$ cat src/verilog/psc_pkg.sv
// Constants for the peripheral select control register pair.
// Assumes one 50 MHz clock, synchronous active-high reset, host I/O and RTC index access.
package psc_pkg;

  localparam logic [7:0]  PSC_IDX_CTRL0        = 8'h69;
  localparam logic [7:0]  PSC_IDX_CTRL1        = 8'h6A;
  localparam logic [15:0] PSC_PORT_CTRL0       = 16'h0102;

  localparam int          PSC_C0_BOARD_EN      = 0;
  localparam int          PSC_C0_SERIAL_A_EN   = 2;
  localparam int          PSC_C0_SERIAL_A_DEF  = 3;
  localparam int          PSC_C0_PRINTER_EN    = 4;
  localparam int          PSC_C0_PRINTER_LO    = 5;
  localparam int          PSC_C0_PRINTER_HI    = 6;
  localparam int          PSC_C0_COMPAT_N      = 7;

  localparam int          PSC_C1_SERIAL_B_EN   = 0;
  localparam int          PSC_C1_KBD_TYPE      = 1;
  localparam int          PSC_C1_PRIVATE_CONTROLS_ENABLE       = 2;
  localparam int          PSC_C1_CS_MODE       = 3;

  localparam logic [7:0]  PSC_CTRL0_RESET      = 8'h9D;
  localparam logic [7:0]  PSC_CTRL1_RESET      = 8'h07;
  localparam logic [7:0]  PSC_CTRL0_MASK       = 8'hFD;
  localparam logic [7:0]  PSC_CTRL1_MASK       = 8'h0F;

  localparam logic [15:0] PSC_SERIAL_HI_BASE   = 16'h03F8;
  localparam logic [15:0] PSC_SERIAL_LO_BASE   = 16'h02F8;
  localparam int          PSC_SERIAL_SPAN_LOG2 = 3;
  localparam logic [15:0] PSC_PRINTER_BASE_00  = 16'h03BC;
  localparam logic [15:0] PSC_PRINTER_BASE_01  = 16'h0378;
  localparam logic [15:0] PSC_PRINTER_BASE_10  = 16'h0278;
  localparam int          PSC_PRINTER_SPAN_LOG2 = 2;

  localparam logic [2:0]  PSC_HW_WAIT_COUNT    = 3'h0;
  localparam int          PSC_SIDEBAND_WIDTH   = 3;

  // Printer default field, value given as {bit 6, bit 5}
  typedef enum logic [1:0]
  {
    PSC_PRN_00 = 2'h0,
    PSC_PRN_01 = 2'h2,
    PSC_PRN_10 = 2'h1,
    PSC_PRN_RSV = 2'h3
  } psc_printer_range_e;

endpackage

$ cat src/verilog/psc_hw_decode.sv
// Hardwired address decoder for serial A, serial B and printer ranges.
// Assumes a 16-bit I/O address stable while the access strobe is high.
module psc_hw_decode
  import psc_pkg::*;
(
  input  wire logic [15:0] io_addr,
  input  wire logic        serial_a_default_select,
  input  wire logic        printer_default_bit_lo,
  input  wire logic        printer_default_bit_hi,
  output logic             hit_serial_a,
  output logic             hit_serial_b,
  output logic             hit_printer
);

  logic [15:0] serial_a_base;
  logic [15:0] serial_b_base;
  logic [15:0] printer_base;
  logic        printer_valid;

  always_comb
  begin
    serial_a_base = serial_a_default_select ? PSC_SERIAL_HI_BASE : PSC_SERIAL_LO_BASE;
    serial_b_base = serial_a_default_select ? PSC_SERIAL_LO_BASE : PSC_SERIAL_HI_BASE;
    printer_valid = 1'b1;
    case (psc_printer_range_e'({printer_default_bit_hi, printer_default_bit_lo}))
      PSC_PRN_00: printer_base = PSC_PRINTER_BASE_00;
      PSC_PRN_01: printer_base = PSC_PRINTER_BASE_01;
      PSC_PRN_10: printer_base = PSC_PRINTER_BASE_10;
      default:
      begin
        printer_base  = PSC_PRINTER_BASE_00;
        printer_valid = 1'b0;
      end
    endcase
  end

  assign hit_serial_a = io_addr[15:PSC_SERIAL_SPAN_LOG2] == serial_a_base[15:PSC_SERIAL_SPAN_LOG2];
  assign hit_serial_b = io_addr[15:PSC_SERIAL_SPAN_LOG2] == serial_b_base[15:PSC_SERIAL_SPAN_LOG2];
  assign hit_printer  = printer_valid &&
                        (io_addr[15:PSC_PRINTER_SPAN_LOG2] == printer_base[15:PSC_PRINTER_SPAN_LOG2]);

endmodule

$ cat src/verilog/psc_sideband.sv
// Keyboard sideband pass-through with optional hold.
// Assumes controller outputs are synchronous to clk_sys.
module psc_sideband
  import psc_pkg::*;
#(
  parameter int WIDTH = PSC_SIDEBAND_WIDTH
)
(
  input  wire logic             clk_sys,
  input  wire logic             sys_rst,
  input  wire logic [WIDTH-1:0] kbc_out,
  input  wire logic             keyboard_type_select,
  input  wire logic             private_controls_enable,
  output logic      [WIDTH-1:0] sideband_out
);

  logic follow;

  assign follow = !keyboard_type_select || private_controls_enable;

  genvar gi;
  generate
    for (gi = 0; gi < WIDTH; gi++)
    begin : g_bit
      logic out_reg;
      always_ff @(posedge clk_sys)
      begin
        if (sys_rst)
          out_reg <= 1'b0;
        else if (follow)
          out_reg <= kbc_out[gi];
      end
      assign sideband_out[gi] = out_reg;
    end
  endgenerate

endmodule

$ cat src/verilog/psc_ctrl_regs.sv
// Top of the peripheral select control block: two control registers,
// chip select generation and keyboard sideband handling.
// Assumes host I/O strobes and RTC index strobes are one-cycle pulses synchronous to clk_sys.
module psc_ctrl_regs
  import psc_pkg::*;
(
  input  wire logic        clk_sys,
  input  wire logic        sys_rst,
  input  wire logic        rtc_wr,
  input  wire logic        rtc_rd,
  input  wire logic [7:0]  rtc_index,
  input  wire logic [7:0]  rtc_wdata,
  output logic      [7:0]  rtc_rdata,
  output logic             rtc_hit,
  input  wire logic        io_wr,
  input  wire logic        io_rd,
  input  wire logic [15:0] io_addr,
  input  wire logic [7:0]  io_wdata,
  output logic      [7:0]  io_rdata,
  output logic             io_reg_hit,
  input  wire logic [2:0]  prog_select_hit,
  input  wire logic [2:0]  prog_wait_count,
  input  wire logic        prog_wide_access,
  output logic             serial_a_select,
  output logic             serial_b_select,
  output logic             printer_select,
  output logic [2:0]       wait_count,
  output logic             wide_io_access_n,
  output logic             printer_compat_mode_n,
  output logic             printer_dir_ctrl_en,
  input  wire logic [2:0]  kbc_out,
  output logic             kbd_sideband_out_a,
  output logic             kbd_sideband_out_b,
  output logic             kbd_sideband_out_c
);

  logic [7:0] ctrl0_reg;
  logic [7:0] ctrl1_reg;
  logic [7:0] rtc_rdata_reg;
  logic [7:0] io_rdata_reg;
  logic       serial_a_sel_reg;
  logic       serial_b_sel_reg;
  logic       printer_sel_reg;
  logic [2:0] wait_count_reg;
  logic       wide_n_reg;

  logic       rtc_ctrl0;
  logic       rtc_ctrl1;
  logic       io_ctrl0;
  logic       io_cycle;
  logic       hw_hit_a;
  logic       hw_hit_b;
  logic       hw_hit_p;
  logic       hit_a;
  logic       hit_b;
  logic       hit_p;
  logic       serial_a_next;
  logic       serial_b_next;
  logic       printer_next;
  logic       any_sel_next;
  logic       programmed_mode;
  logic [2:0] sideband;

  // Address decode of the two registers
  assign rtc_ctrl0 = rtc_index == PSC_IDX_CTRL0;
  assign rtc_ctrl1 = rtc_index == PSC_IDX_CTRL1;
  assign io_ctrl0  = io_addr == PSC_PORT_CTRL0;
  assign io_cycle  = io_wr || io_rd;
  assign rtc_hit    = (rtc_wr || rtc_rd) && (rtc_ctrl0 || rtc_ctrl1);
  assign io_reg_hit = io_cycle && io_ctrl0;

  // Control register 0, shared by both access paths; the I/O port wins a same-cycle clash
  always_ff @(posedge clk_sys)
  begin
    if (sys_rst)
      ctrl0_reg <= PSC_CTRL0_RESET;
    else if (io_wr && io_ctrl0)
      ctrl0_reg <= io_wdata & PSC_CTRL0_MASK;
    else if (rtc_wr && rtc_ctrl0)
      ctrl0_reg <= rtc_wdata & PSC_CTRL0_MASK;
  end

  // Control register 1; unimplemented upper bits never store
  always_ff @(posedge clk_sys)
  begin
    if (sys_rst)
      ctrl1_reg <= PSC_CTRL1_RESET;
    else if (rtc_wr && rtc_ctrl1)
      ctrl1_reg <= rtc_wdata & PSC_CTRL1_MASK;
  end

  // RTC index read data; other indices read zero here
  always_ff @(posedge clk_sys)
  begin
    if (sys_rst)
      rtc_rdata_reg <= 8'h00;
    else if (rtc_rd)
    begin
      if (rtc_ctrl0)
        rtc_rdata_reg <= ctrl0_reg;
      else if (rtc_ctrl1)
        rtc_rdata_reg <= ctrl1_reg;
      else
        rtc_rdata_reg <= 8'h00;
    end
  end

  // I/O port read data
  always_ff @(posedge clk_sys)
  begin
    if (sys_rst)
      io_rdata_reg <= 8'h00;
    else if (io_rd)
      io_rdata_reg <= io_ctrl0 ? ctrl0_reg : 8'h00;
  end

  assign rtc_rdata = rtc_rdata_reg;
  assign io_rdata  = io_rdata_reg;

  psc_hw_decode u_hw_decode
  (
    .io_addr                 (io_addr),
    .serial_a_default_select (ctrl0_reg[PSC_C0_SERIAL_A_DEF]),
    .printer_default_bit_lo  (ctrl0_reg[PSC_C0_PRINTER_LO]),
    .printer_default_bit_hi  (ctrl0_reg[PSC_C0_PRINTER_HI]),
    .hit_serial_a            (hw_hit_a),
    .hit_serial_b            (hw_hit_b),
    .hit_printer             (hw_hit_p)
  );

  // Decode source chosen by the mode bit
  assign programmed_mode = ctrl1_reg[PSC_C1_CS_MODE];
  assign hit_a = programmed_mode ? prog_select_hit[0] : hw_hit_a;
  assign hit_b = programmed_mode ? prog_select_hit[1] : hw_hit_b;
  assign hit_p = programmed_mode ? prog_select_hit[2] : hw_hit_p;

  // Enables gate each select
  assign serial_a_next = io_cycle && hit_a && ctrl0_reg[PSC_C0_BOARD_EN]
                         && ctrl0_reg[PSC_C0_SERIAL_A_EN];
  assign printer_next  = io_cycle && hit_p && ctrl0_reg[PSC_C0_BOARD_EN]
                         && ctrl0_reg[PSC_C0_PRINTER_EN];
  assign serial_b_next = io_cycle && hit_b && ctrl1_reg[PSC_C1_SERIAL_B_EN];
  assign any_sel_next  = serial_a_next || serial_b_next || printer_next;

  // Registered chip selects
  always_ff @(posedge clk_sys)
  begin
    if (sys_rst)
    begin
      serial_a_sel_reg <= 1'b0;
      serial_b_sel_reg <= 1'b0;
      printer_sel_reg  <= 1'b0;
    end
    else
    begin
      serial_a_sel_reg <= serial_a_next;
      serial_b_sel_reg <= serial_b_next;
      printer_sel_reg  <= printer_next;
    end
  end

  // Wait count and 16-bit signalling only in programmed mode
  always_ff @(posedge clk_sys)
  begin
    if (sys_rst)
    begin
      wait_count_reg <= PSC_HW_WAIT_COUNT;
      wide_n_reg     <= 1'b1;
    end
    else if (any_sel_next && programmed_mode)
    begin
      wait_count_reg <= prog_wait_count;
      wide_n_reg     <= !prog_wide_access;
    end
    else
    begin
      wait_count_reg <= PSC_HW_WAIT_COUNT;
      wide_n_reg     <= 1'b1;
    end
  end

  assign serial_a_select  = serial_a_sel_reg;
  assign serial_b_select  = serial_b_sel_reg;
  assign printer_select   = printer_sel_reg;
  assign wait_count       = wait_count_reg;
  assign wide_io_access_n = wide_n_reg;

  // Printer mode straight from the register
  assign printer_compat_mode_n = ctrl0_reg[PSC_C0_COMPAT_N];
  assign printer_dir_ctrl_en   = !ctrl0_reg[PSC_C0_COMPAT_N];

  psc_sideband #(
    .WIDTH (PSC_SIDEBAND_WIDTH)
  ) u_sideband
  (
    .clk_sys                 (clk_sys),
    .sys_rst                 (sys_rst),
    .kbc_out                 (kbc_out),
    .keyboard_type_select    (ctrl1_reg[PSC_C1_KBD_TYPE]),
    .private_controls_enable (ctrl1_reg[PSC_C1_PRIVATE_CONTROLS_ENABLE]),
    .sideband_out            (sideband)
  );

  assign kbd_sideband_out_a = sideband[0];
  assign kbd_sideband_out_b = sideband[1];
  assign kbd_sideband_out_c = sideband[2];

endmodule

$ cat config.mk
export PLATFORM = sky130hd
export DESIGN_NAME = psc_ctrl_regs
export DESIGN_NICKNAME = d
export VERILOG_FILES = /design/src/verilog/psc_pkg.sv /design/src/verilog/psc_hw_decode.sv /design/src/verilog/psc_sideband.sv /design/src/verilog/psc_ctrl_regs.sv
export SDC_FILE = /design/constraint.sdc
export NUM_CORES = 1
export LEC_CHECK = 0
export BUFFER_PORTS_ARGS = -buffer_cell sky130_fd_sc_hd__buf_2
export CAP_MARGIN = 20
export CORE_UTILIZATION = 45
export CTS_BUF_LIST = sky130_fd_sc_hd__clkbuf_8
export CTS_CLUSTER_SIZE = 12
export DETAILED_ROUTE_END_ITERATION = 10
export PLACE_DENSITY = 0.81
export SLEW_MARGIN = 20
export SYNTH_ARGS = -nofsm -noshare
export SYNTH_HDL_FRONTEND = slang
export SYNTH_SLANG_ARGS = --single-unit
$ cat constraint.sdc
create_clock -name clk_sys -period 2.52 [get_ports clk_sys]
set_input_delay 0.378 -clock clk_sys [delete_from_list [all_inputs] [get_ports clk_sys]]
set_output_delay 0.378 -clock clk_sys [all_outputs]
set_load 0.03 [all_outputs]
==> results of run 1 <==
-- stage by stage --
stage / instances / util (%)
after global routing: 316 / 65.3
final: 316 / 65.3
after floorplan: 183 / -
after CTS: 316 / 65.3
after detailed placement: 308 / 62.2
after global placement: 308 / 62.2
-- worst reg2reg max path: cells and delay by family (launching register included) --
kind	cells	cell delay [ns]
buffers and inverters	1	0.07
DFF	1	0.41
AOI/OAI and AO/OA	4	0.79
adders and majority gates	1	0.31
and+or+nand+nor	1	0.24
-- cell usage after synthesis, types with 2 or more instances --
cell type,instances,area share [%]
a21oi_1,13,3.8
a211o_1,3,1.5
and4_1,3,1.5
ha_1,2,1.5
mux2_2,7,4.6
dfxtp_1,36,42
nor3_2,2,1.2
and3_1,3,1.1
mux2i_1,11,6.5
a22oi_1,7,3.1
nand3b_1,2,0.88
a22o_1,3,1.5
nor2b_1,8,2.9
nand2b_1,11,4.1
nor4b_1,2,1.0
inv_1,7,1.5
nand2_1,7,1.5
nand3_1,5,1.5
nand4_1,2,0.74
nor2_1,27,6.0
clkbuf_1,4,0.88
-- power by group through the flow --
| stage | logic, mW | registers, mW | clock network [mW] |
|---|---|---|---|
| after floorplan | 0.0398 | 0.592 | 0 |
| after global placement | 0.0996 | 0.586 | 0 |
| after detailed placement | 0.101 | 0.586 | 0 |
| after CTS | 0.101 | 0.573 | 0.491 |
| after global routing | 0.111 | 0.573 | 0.521 |
| final | 0.100 | 0.573 | 0.482 |
-- per-layer routing --
| layer | global-route usage (%) | vias to the layer above | wire length [um] |
|---|---|---|---|
| met4 | 6.82 | 0 | 49 |
| met1 | 25.4 | 747 | 1780 |
| met3 | 4.35 | 5 | 186 |
| met5 | 0 | - | 0 |
| li1 | - | 816 | - |
| met2 | 36.3 | 46 | 1880 |
-- cell type report --
| cell class | instances | share of cell area, % |
|---|---|---|
| sequential | 36 | 31.8 |
| clock buffer | 5 | 3.04 |
| inverter | 7 | 1.16 |
| timing repair buffer | 84 | 18.7 |
| tap | 46 | 2.54 |
| clock inverter | 3 | 1.71 |
| multi-input combinational | 135 | 41.0 |
-- path summary, 6_finish.rpt --
| check | cells after the start | to | slack, ns | startpoint |
|---|---|---|---|---|
| min reg2reg | 2 | rtc_rdata[1] | 0.47 | rtc_rdata[1] |
| max | 7 | wide_io_access_n | 0.60 | ctrl0_reg[6] |
| max reg2reg | 7 | wide_io_access_n | 0.60 | ctrl0_reg[6] |
| min | 3 | wait_count[1] | 0.32 | prog_wait_count[1] |
-- cell families (layout without fill, tap and decap cells) --
family,count (synthesis),count (layout)
mux,18,18
flops,36,36
fa+ha+maj,2,2
other cells,1,1
buf+inv,12,99
xor+xnor,2,2
simple gates,81,81
compound gates,31,31
==> results.md, run 1 <==
* Status: completed
* Total grt overflow at 0
* Clock network latency to the later pin of the worst-skew pair at 0.28 ns
* Finished Cell Area at 0.00226 mm^2
* Area grow syn2layout at 33.3%
* DIE AREA at 0.00403 mm^2
* Number of global-route vias before repair at 1510
* P_leak at 1.05 nW
* Critical path, cell by cell: inv_1, ha_1, nor4b_1, a31oi_1, o41ai_2, a21boi_1, a21o_1
* Most frequent cells in the layout: buf_2 (83), dfxtp_1 (36), nor2_1 (27)
* CP Data Arrival Time at 2.10 ns
* Setup Skew at about 0.0052 ns
* Share of cells above drive strength 1 at 39.3%
* Drt first pass iters at 4
* Wirelength, routed at ~4000 um
* Unrepaired setup endpoints after global routing: false
* Register area share after synthesis at 42.4%
* Internal power at 0.909 mW
* Cell area after synthesis at 0.00170 mm^2
* Clk network pwr share at 41.7%
* Setup TNS at 0 ns
* CP Capture Type: flop
* PortBufs at 83
* Final Hold Slack at 0.319 ns
* FF+latch area at approximately 720 um^2
* Largest family of logic cells by synthesized area: simple AND/OR/NAND/NOR gates
* H-tree lvl count at 2
* Flop pwr share at 49.6%
* Antenna Nets Post-Route at 0
* Switch Pwr at 0.246 mW
* Cells after Synth at 183
* Crit Path Class: reg -> reg
* Peak supply drop at 0.000397 V
* Async SR Flop Fraction at 0%
* Xor/xnor cell area share of the yosys netlist at 1.03%
* Syn nets at 241
* Placement Setup Slack at 0.549 ns
* Most common cell after layout, fill and taps aside: buf_2
* Nets at 327
* Synth Area in Compound Gates at 12.9%
* Final count of hold timing violations at 0
* Hold bufs inserted after CTS at 0
* Filler instances at 337
* Area of the multi-input gates at ~930 um^2
* Die width at approximately 63 um
* Drt initial violations at 43
* CP top delay family: compound AO/OA/AOI/OAI gates
* Min-Delay Path Class: in -> reg
* Mux contribution to synthesized area at 11.1%
* CTS Sinks at 36
* Cell area power density at 510 mW/mm^2
* Largest stage delay, worst path at 0.41 ns
* Count of final setup violators at 0
* TritonCTS clock tree: yes
* Vias/cell at 5.11
* CTS Buf Count at 5
* Crit start category: flop
* Cell Area, Placed at 0.00216 mm^2
* Io pins at between 80 and 90
* Global-route wire length before repair at 6620 um
* Synth Area in Simple Gates at 28.0%
* Largest net degree at the start of global routing at 34
* EDFF count, synth at 0
* Max reg flops at 8
* Slew Limit Headroom at about three fifths
* Worst-Margin Slew at 0.570 ns
* Synth cell types at 39
* Critical Path RT at 2.70 ns
* Slowest CP cell: dfxtp_1
* Root buf cell: clkbuf_8
* Total global-route track usage at 20.9%
* Syn_area_per_cell at 9.28 um^2
* Vias at 1614
* Initial antenna violation count at 0
* Clock transition at the registers of the reported paths at 0.07 ns
* Yosys warns at 0
* Fin. max-slew vios at 0
* Max Cap Viol at 0
* Number of setup buffers added after CTS at 0
* DR WL/cell at 12.3 um
* Min Tclk post-route at 1.92 ns
* Max frequency at 520 MHz
* Initial core utilization at between 40% and 50%
* Combinational share of power at just under 9%
* Buffers & Inverters on Critical Path at 1
* Final WS setup at ~0.60 ns
* Final HPWL DP at 3000 um
* Number of diodes at 0
* Flops & latches, synth at 36
* CTS Buffer Depth at 2
* Adder-cell share of the synthesized area at 1.47%
* Post-route DRC violation count at 0
* Switching part of the total at 21.3%
* Placement Rows at 21
* DIE HEIGHT at 63.4 um
* Commonest register cell after synthesis: dfxtp_1
* Pwr Total at approximately 1.2 mW
* Core area at 0.00347 mm^2
* Final Cycle Share at 76.3%
* GPL Wtd Cong at 0.822
* Max FO, Critical Path at 5
* Post_cts resized at 0
Power figures use the tool's default switching activity.
==> run 2, diff against run 1 <==
--- a/config.mk
+++ b/config.mk
@@ -7,11 +7,11 @@
 export LEC_CHECK = 0
 export BUFFER_PORTS_ARGS = -buffer_cell sky130_fd_sc_hd__buf_2
 export CAP_MARGIN = 20
-export CORE_UTILIZATION = 45
+export CORE_UTILIZATION = 42
 export CTS_BUF_LIST = sky130_fd_sc_hd__clkbuf_8
 export CTS_CLUSTER_SIZE = 12
 export DETAILED_ROUTE_END_ITERATION = 10
-export PLACE_DENSITY = 0.81
+export PLACE_DENSITY = 0.8
 export SLEW_MARGIN = 20
 export SYNTH_ARGS = -nofsm -noshare
 export SYNTH_HDL_FRONTEND = slang
==> constraint.sdc (replaced) <==
create_clock -name clk_sys -period 1.57 [get_ports clk_sys]
set_input_delay 0.2355 -clock clk_sys [delete_from_list [all_inputs] [get_ports clk_sys]]
set_output_delay 0.2355 -clock clk_sys [all_outputs]
set_load 0.03 [all_outputs]
==> run 2 against run 1 <==
Effect of this change:
- the flow now finishes with violations (negative setup slack)
- largest power group unchanged
- critical path type unchanged
- global-route usage grew 0.87 points
- non-clock buffer count grew 17
- wire length grew 15%
==> results.md, run 2 (synthesis gave the netlist of run 1 again) <==
* Status: finished with violations
* Failing checks: negative setup slack
* Setup TNS at -0.299 ns (-0.299 ns)
* Share of cells above drive strength 1 at 46.0% (+6.7 points)
* FF+latch area at 723 um^2 (+0.35%)
* Clock network latency to the later pin of the worst-skew pair at 0.29 ns (about the same)
* TritonCTS clock tree: yes
* Initial antenna violation count at 0 (unchanged)
* Unrepaired setup endpoints after global routing: true
* Min Tclk post-route at 1.68 ns (-0.239 ns)
* DIE HEIGHT at 65.6 um (+3.4%)
* Crit Path Class: reg -> reg
* Cell area power density at 724 mW/mm^2 (+42%)
* Largest stage delay, worst path at 0.36 ns (-0.05 ns)
* Worst r2r dst: wide_io_access_n
* Max frequency at 594 MHz (+14%)
* Peak supply drop at 0.000557 V (+40%)
* Antenna Nets Post-Route at 0 (unchanged)
* Most common cell after layout, fill and taps aside: buf_2
* Initial core utilization at 45.1% (-3.9 points)
* Critical path, cell by cell: inv_2, ha_4, nor4b_4, a31oi_1, o41ai_2, a21boi_2, a21o_1
* Largest net degree at the start of global routing at 33 (-2.9%)
* CP Data Arrival Time at 1.87 ns (-0.23 ns)
* PortBufs at 83 (unchanged)
* DR WL/cell at 13.3 um (+8.0%)
* Root buf cell: clkbuf_8
* Placement Rows at 22 (+4.8%)
* Nets at 344 (+5.2%)
* Number of global-route vias before repair at 1580 (+4.6%)
* Critical Path RT at 1.76 ns (-0.94 ns)
* CP top delay family: compound AO/OA/AOI/OAI gates
* Dpl cells at 323 (+4.9%)
* Max reg flops at 8 (unchanged)
* Total grt overflow at 0 (unchanged)
* Crit start category: flop
* Drt initial violations at 66 (+53%)
* RR Startpoint: ctrl0_reg[6]
* Final count of hold timing violations at 0 (unchanged)
* Fin. max-slew vios at 0 (unchanged)
* DIE AREA at 0.00430 mm^2 (+6.9%)
* Vias/cell at 5.04 (-1.3%)
* Global-route wire length before repair at 7150 um (+8.0%)
* Vias at 1688 (+4.6%)
* Final WS setup at -0.113 ns (-0.711 ns)
* Most frequent cells in the layout: buf_2 (82), dfxtp_1 (34), nor2_1 (27)
* Total global-route track usage at 21.8% (+0.87 points)
* Area grow syn2layout at 44.3%
* Final Cycle Share at 107% (+31 points)
* Io pins at 86 (unchanged)
* Slowest CP cell: o41ai_2
* Min-Delay Path Class: in -> reg
* Count of final setup violators at 4 (+4)
* Filler instances at 317 (-5.9%)
* Max Cap Viol at 0 (unchanged)
* Setup Skew at 0.00324 ns (-0.00192 ns)
* GPL Wtd Cong at 0.825 (+0.35%)
* Fin cells at 335 (+6.0%)
* CTS Buf Count at 5 (unchanged)
* CTS Sinks at 36 (unchanged)
* Hold bufs inserted after CTS at 0 (unchanged)
* FF-to-FF setup slack at -0.11 ns (-0.71 ns)
* Final Hold Slack at 0.166 ns (-0.153 ns)
* Wirelength, routed at 4460 um (+15%)
* Die width at 65.6 um (+3.4%)
* Clock transition at the registers of the reported paths at 0.07 ns (about the same)
* P_leak at 1.15 nW (+9.5%)
* Crit path depth at 7 (unchanged)
* H-tree lvl count at 2 (unchanged)
* FF-to-FF path depth at 7 (unchanged)
* CP endpoint: wide_io_access_n
* Core area at 0.00377 mm^2 (+8.7%)
* Final HPWL DP at 3330 um (+11%)
* Area of the multi-input gates at 980 um^2 (+5.4%)
* Number of diodes at 0 (unchanged)
* Critical path launch point: ctrl0_reg[6]
* Buffers & Inverters on Critical Path at 1 (unchanged)
* CTS Buffer Depth at 2 (unchanged)
* Post-route DRC violation count at 0 (unchanged)
* Drt first pass iters at 4 (unchanged)
* Max FO, Critical Path at 4 (-1)
* CP Capture Type: flop
==> run 2: metal layers <==
layer  wire (um)  part of all wire [%]  GRT usage, %
met1        1900                    43          25.8
met2        2140                    48          37.5
met3         327                   7.3          6.25
met4          95                   2.1          6.79
met5           0                     0             0
==> run 2: area by class of cell <==
type | count | area share [%]
clock buffers | 6 | 3.37
clock inverters | 2 | 0.459
inverters | 7 | 1.07
multi-input cells | 135 | 39.9
flip-flops and latches | 36 | 29.5
well taps | 48 | 2.45
repair buffers | 101 | 23.2
==> run 2: worst min-delay path, cell delays in order <==
cell and delay (ns):
buf_2 0.10, nand2_1 0.05, a21oi_1 0.03
==> run 2: how the worst min path moves through the flow <==
stage	startpoint	end	slack [ns]	cells after the start
3_3_place_gp	rtc_rdata[1]	rtc_rdata[1]	0.46	2
5_1_grt	prog_wait_count[1]	wait_count[1]	0.16	3
6_report	prog_wait_count[1]	wait_count[1]	0.17	3
3_5_place_dp	rtc_rdata[3]	rtc_rdata[3]	0.46	2
4_1_cts	prog_wait_count[1]	wait_count[1]	0.16	3
2_1_floorplan	sys_rst	ctrl0_reg[0]	0.34	1
==> run 2: what timing repair did <==
item	in CTS	in global routing
resized for setup	5	1
buffers inserted	1	3
pin swaps	5	5
endpoints found under the setup margin	6	6
==> run 2: metrics by stage <==
step	worst slack [ns]	area (um^2)	power [mW]	utilization, %
floorplan	-0.132	1730	1.01	-
global placement	-0.178	2300	1.11	60.9
detailed placement	-0.236	2300	1.11	60.9
CTS	-0.0962	2430	1.79	64.3
global route	-0.178	2450	1.86	65.0
finish	-0.113	2450	1.78	65.0
==> run 2: power by group <==
group / internal, mW / switching (mW)
registers: 0.918 / 0.00252
clock network: 0.350 / 0.323
logic: 0.0885 / 0.0937
==> run 3, diff against run 2 <==
--- a/config.mk
+++ b/config.mk
@@ -7,11 +7,11 @@
 export LEC_CHECK = 0
 export BUFFER_PORTS_ARGS = -buffer_cell sky130_fd_sc_hd__buf_2
 export CAP_MARGIN = 20
-export CORE_UTILIZATION = 42
+export CORE_UTILIZATION = 47
 export CTS_BUF_LIST = sky130_fd_sc_hd__clkbuf_8
 export CTS_CLUSTER_SIZE = 12
 export DETAILED_ROUTE_END_ITERATION = 10
-export PLACE_DENSITY = 0.8
+export PLACE_DENSITY = 0.84
 export SLEW_MARGIN = 20
 export SYNTH_ARGS = -nofsm -noshare
 export SYNTH_HDL_FRONTEND = slang
==> constraint.sdc (replaced) <==
create_clock -name clk_sys -period 1.7 [get_ports clk_sys]
set_input_delay 0.255 -clock clk_sys [delete_from_list [all_inputs] [get_ports clk_sys]]
set_output_delay 0.255 -clock clk_sys [all_outputs]
set_load 0.03 [all_outputs]
==> run 3 against run 2 <==
Effect of this change:
- the run now ends clean
- critical path depth is the same
- largest cell class unchanged
- via count is 1.0% lower
- global-route usage is 0.91 points lower
- highest routed layer unchanged
- setup slack better by 0.18 ns
- wire length fell by 10%
- sequential cell count stayed put
- critical endpoint unchanged
- sequential power fell by 7.6%
- clock power down 8.8%
- clock skew up 0.0054 ns
==> results.md, run 3 (synthesis gave the netlist of run 1 again) <==
* Min Tclk post-route at 1.64 ns (-0.0468 ns)
* Final count of hold timing violations at 0 (unchanged)
* Min-Delay Path Class: in -> reg
* Status: completed
* TritonCTS clock tree: yes
* Hold_sp: prog_wait_count[0]
* Drt initial violations at 88 (+33%)
* Max FO, Critical Path at 4 (unchanged)
* Max frequency at 611 MHz (+2.9%)
* Critical path, cell by cell: inv_2, ha_4, nor4b_2, a31oi_1, o41ai_2, a21boi_2, a21o_1
* Hold bufs inserted after CTS at 0 (unchanged)
* Io pins at 86 (unchanged)
* Wirelength, routed at 4000 um (-10%)
* Placement Rows at 21 (-4.5%)
* CP Data Arrival Time at 1.81 ns (-0.06 ns)
* Internal power at 1.24 mW (-8.2%)
* Die width at 62.1 um (-5.3%)
* Clock transition at the registers of the reported paths at 0.07 ns (about the same)
* Post-route DRC violation count at 0 (unchanged)
* Combinational share of power at 9.6% (-0.7 points)
* CTS Sinks at 36 (unchanged)
* Crit Path Class: reg -> reg
* Switching part of the total at 23.1% (-0.51 points)
* Clk network pwr share at 37.9% (about the same)
* Count of final setup violators at 0 (-4)
* Filler instances at 269 (-15%)
* Largest net degree at the start of global routing at 34 (+3.0%)
* Number of global-route vias before repair at 1459 (-7.7%)
* Dpl cells at 317 (-1.9%)
* CP Capture Type: flop
* Slowest CP cell: dfxtp_2
* Final HPWL DP at 3060 um (-8.1%)
* FF-to-FF setup slack at 0.06 ns (+0.18 ns)
* Clock network latency to the later pin of the worst-skew pair at 0.28 ns (about the same)
* CP top delay family: compound AO/OA/AOI/OAI gates
* Antenna Nets Post-Route at 0 (unchanged)
* WHS Endpoint: wait_count[0]
* DR WL/cell at 12.3 um (-7.9%)
* Total grt overflow at 0 (unchanged)
* Setup Skew at 0.00866 ns (+0.00542 ns)
* Share of cells above drive strength 1 at 43.9% (-2.1 points)
* Fin cells at 326 (-2.7%)
* Drt first pass iters at 4 (unchanged)
* Pwr Total at 1.62 mW (-8.8%)
* FF-to-FF path depth at 7 (unchanged)
* Nets at 337 (-2.0%)
* Cell area power density at 687 mW/mm^2 (-5.1%)
* Vias at 1671 (-1.0%)
* Area of the multi-input gates at 957 um^2 (-2.3%)
* Fin. max-slew vios at 0 (unchanged)
* Switch Pwr at 0.374 mW (-11%)
* Final Hold Slack at 0.185 ns (+0.0190 ns)
* GPL Wtd Cong at 0.871 (+5.6%)
* Finished Cell Area at 0.00236 mm^2 (-3.9%)
* Buffers & Inverters on Critical Path at 1 (unchanged)
* Most common cell after layout, fill and taps aside: buf_2
* DIE AREA at 0.00386 mm^2 (-10%)
* Global-route wire length before repair at 6440 um (-9.8%)
* CTS Buffer Depth at 2 (unchanged)
* Worst r2r dst: wide_io_access_n
* Core Util, Final at 69.5% (+4.5 points)
* Most frequent cells in the layout: buf_2 (83), dfxtp_1 (34), nor2_1 (27)
* CTS Buf Count at 5 (unchanged)
* Flop pwr share at 52.5% (+0.7 points)
* Slew Limit Headroom at 62.8%
* Vias/cell at 5.13 (+1.7%)
* Root buf cell: clkbuf_8
* Crit path depth at 7 (unchanged)
* Total global-route track usage at 20.9% (-0.91 points)
* Max reg flops at 8 (unchanged)
* H-tree lvl count at 2 (unchanged)
* Worst-Margin Slew at 0.558 ns
* Initial antenna violation count at 0 (unchanged)
* Peak supply drop at 0.000568 V (+2.1%)
* PortBufs at 83 (unchanged)
* Crit start category: flop
* FF+latch area at 723 um^2 (unchanged)
* Hold Path Depth at 3 (unchanged)
* Final Cycle Share at 96.3% (-11 points)
* P_leak at 1.10 nW (-4.4%)
* Initial core utilization at 50.1% (+5.1 points)
* Number of diodes at 0 (unchanged)
* Max Cap Viol at 0 (unchanged)
* DIE HEIGHT at 62.1 um (-5.3%)
* Largest stage delay, worst path at 0.34 ns (-0.02 ns)
* RR Startpoint: ctrl0_reg[6]
* Critical Path RT at 1.87 ns (+0.11 ns)
* Cell Area, Placed at 0.00225 mm^2 (-2.0%)
* Core area at 0.00339 mm^2 (-10%)
* Area grow syn2layout at 38.7%
-- run 3: stage by stage --
stage          TNS, ns  worst slack (ns)
4_1_cts              0            0.0118
3_5_place_dp    -0.115           -0.0786
3_3_place_gp   -0.0481           -0.0481
2_1_floorplan        0            0.0180
6_report             0            0.0633
5_1_grt        -0.0132           -0.0132
-- run 3: cell type report --
| type | count | share of cell area [%] |
|---|---|---|
| Sequential cell | 36 | 30.7 |
| Tap cell | 46 | 2.44 |
| Multi-Input combinational cell | 135 | 40.6 |
| Inverter | 7 | 1.12 |
| Timing Repair Buffer | 94 | 21.1 |
| Clock inverter | 2 | 0.478 |
| Clock buffer | 6 | 3.51 |
-- run 3: worst min-delay path: cells and delay by family --
family / cells / cell delay (ns)
simple gates: 1 / 0.04
buf+inv: 1 / 0.10
compound gates: 1 / 0.03
-- run 3: repair_timing --
item	CTS	global route
buffers inserted	0	1
setup endpoints to repair	4	4
cloned	0	0
gates resized for setup	1	0
pin swaps	4	1
-- run 3: worst max path at each step --
stage                       from          endpoint  slack (ns)
global placement    ctrl0_reg[6]  wide_io_access_n       -0.05
finish              ctrl0_reg[6]  wide_io_access_n        0.06
floorplan           ctrl0_reg[6]  wide_io_access_n        0.02
global route        ctrl0_reg[6]  wide_io_access_n       -0.01
CTS                 ctrl0_reg[6]  wide_io_access_n        0.01
detailed placement  ctrl0_reg[6]  wide_io_access_n       -0.08
-- run 3: power groups by stage --
stage	Clock, mW	Sequential [mW]	Combinational (mW)
6_report	0.614	0.850	0.156
5_1_grt	0.674	0.850	0.169
4_1_cts	0.622	0.850	0.156
3_5_place_dp	0	0.869	0.155
3_3_place_gp	0	0.869	0.152
2_1_floorplan	0	0.877	0.0594
-- run 3: routing by layer --
layer | wire length [um] | global-route usage [%] | up-vias
met3 | 238 | 6.99 | 2
met5 | 0 | 0 | -
met1 | 1800 | 24.8 | 776
met4 | 17 | 4.36 | 0
met2 | 1940 | 36.4 | 56
li1 | - | - | 837
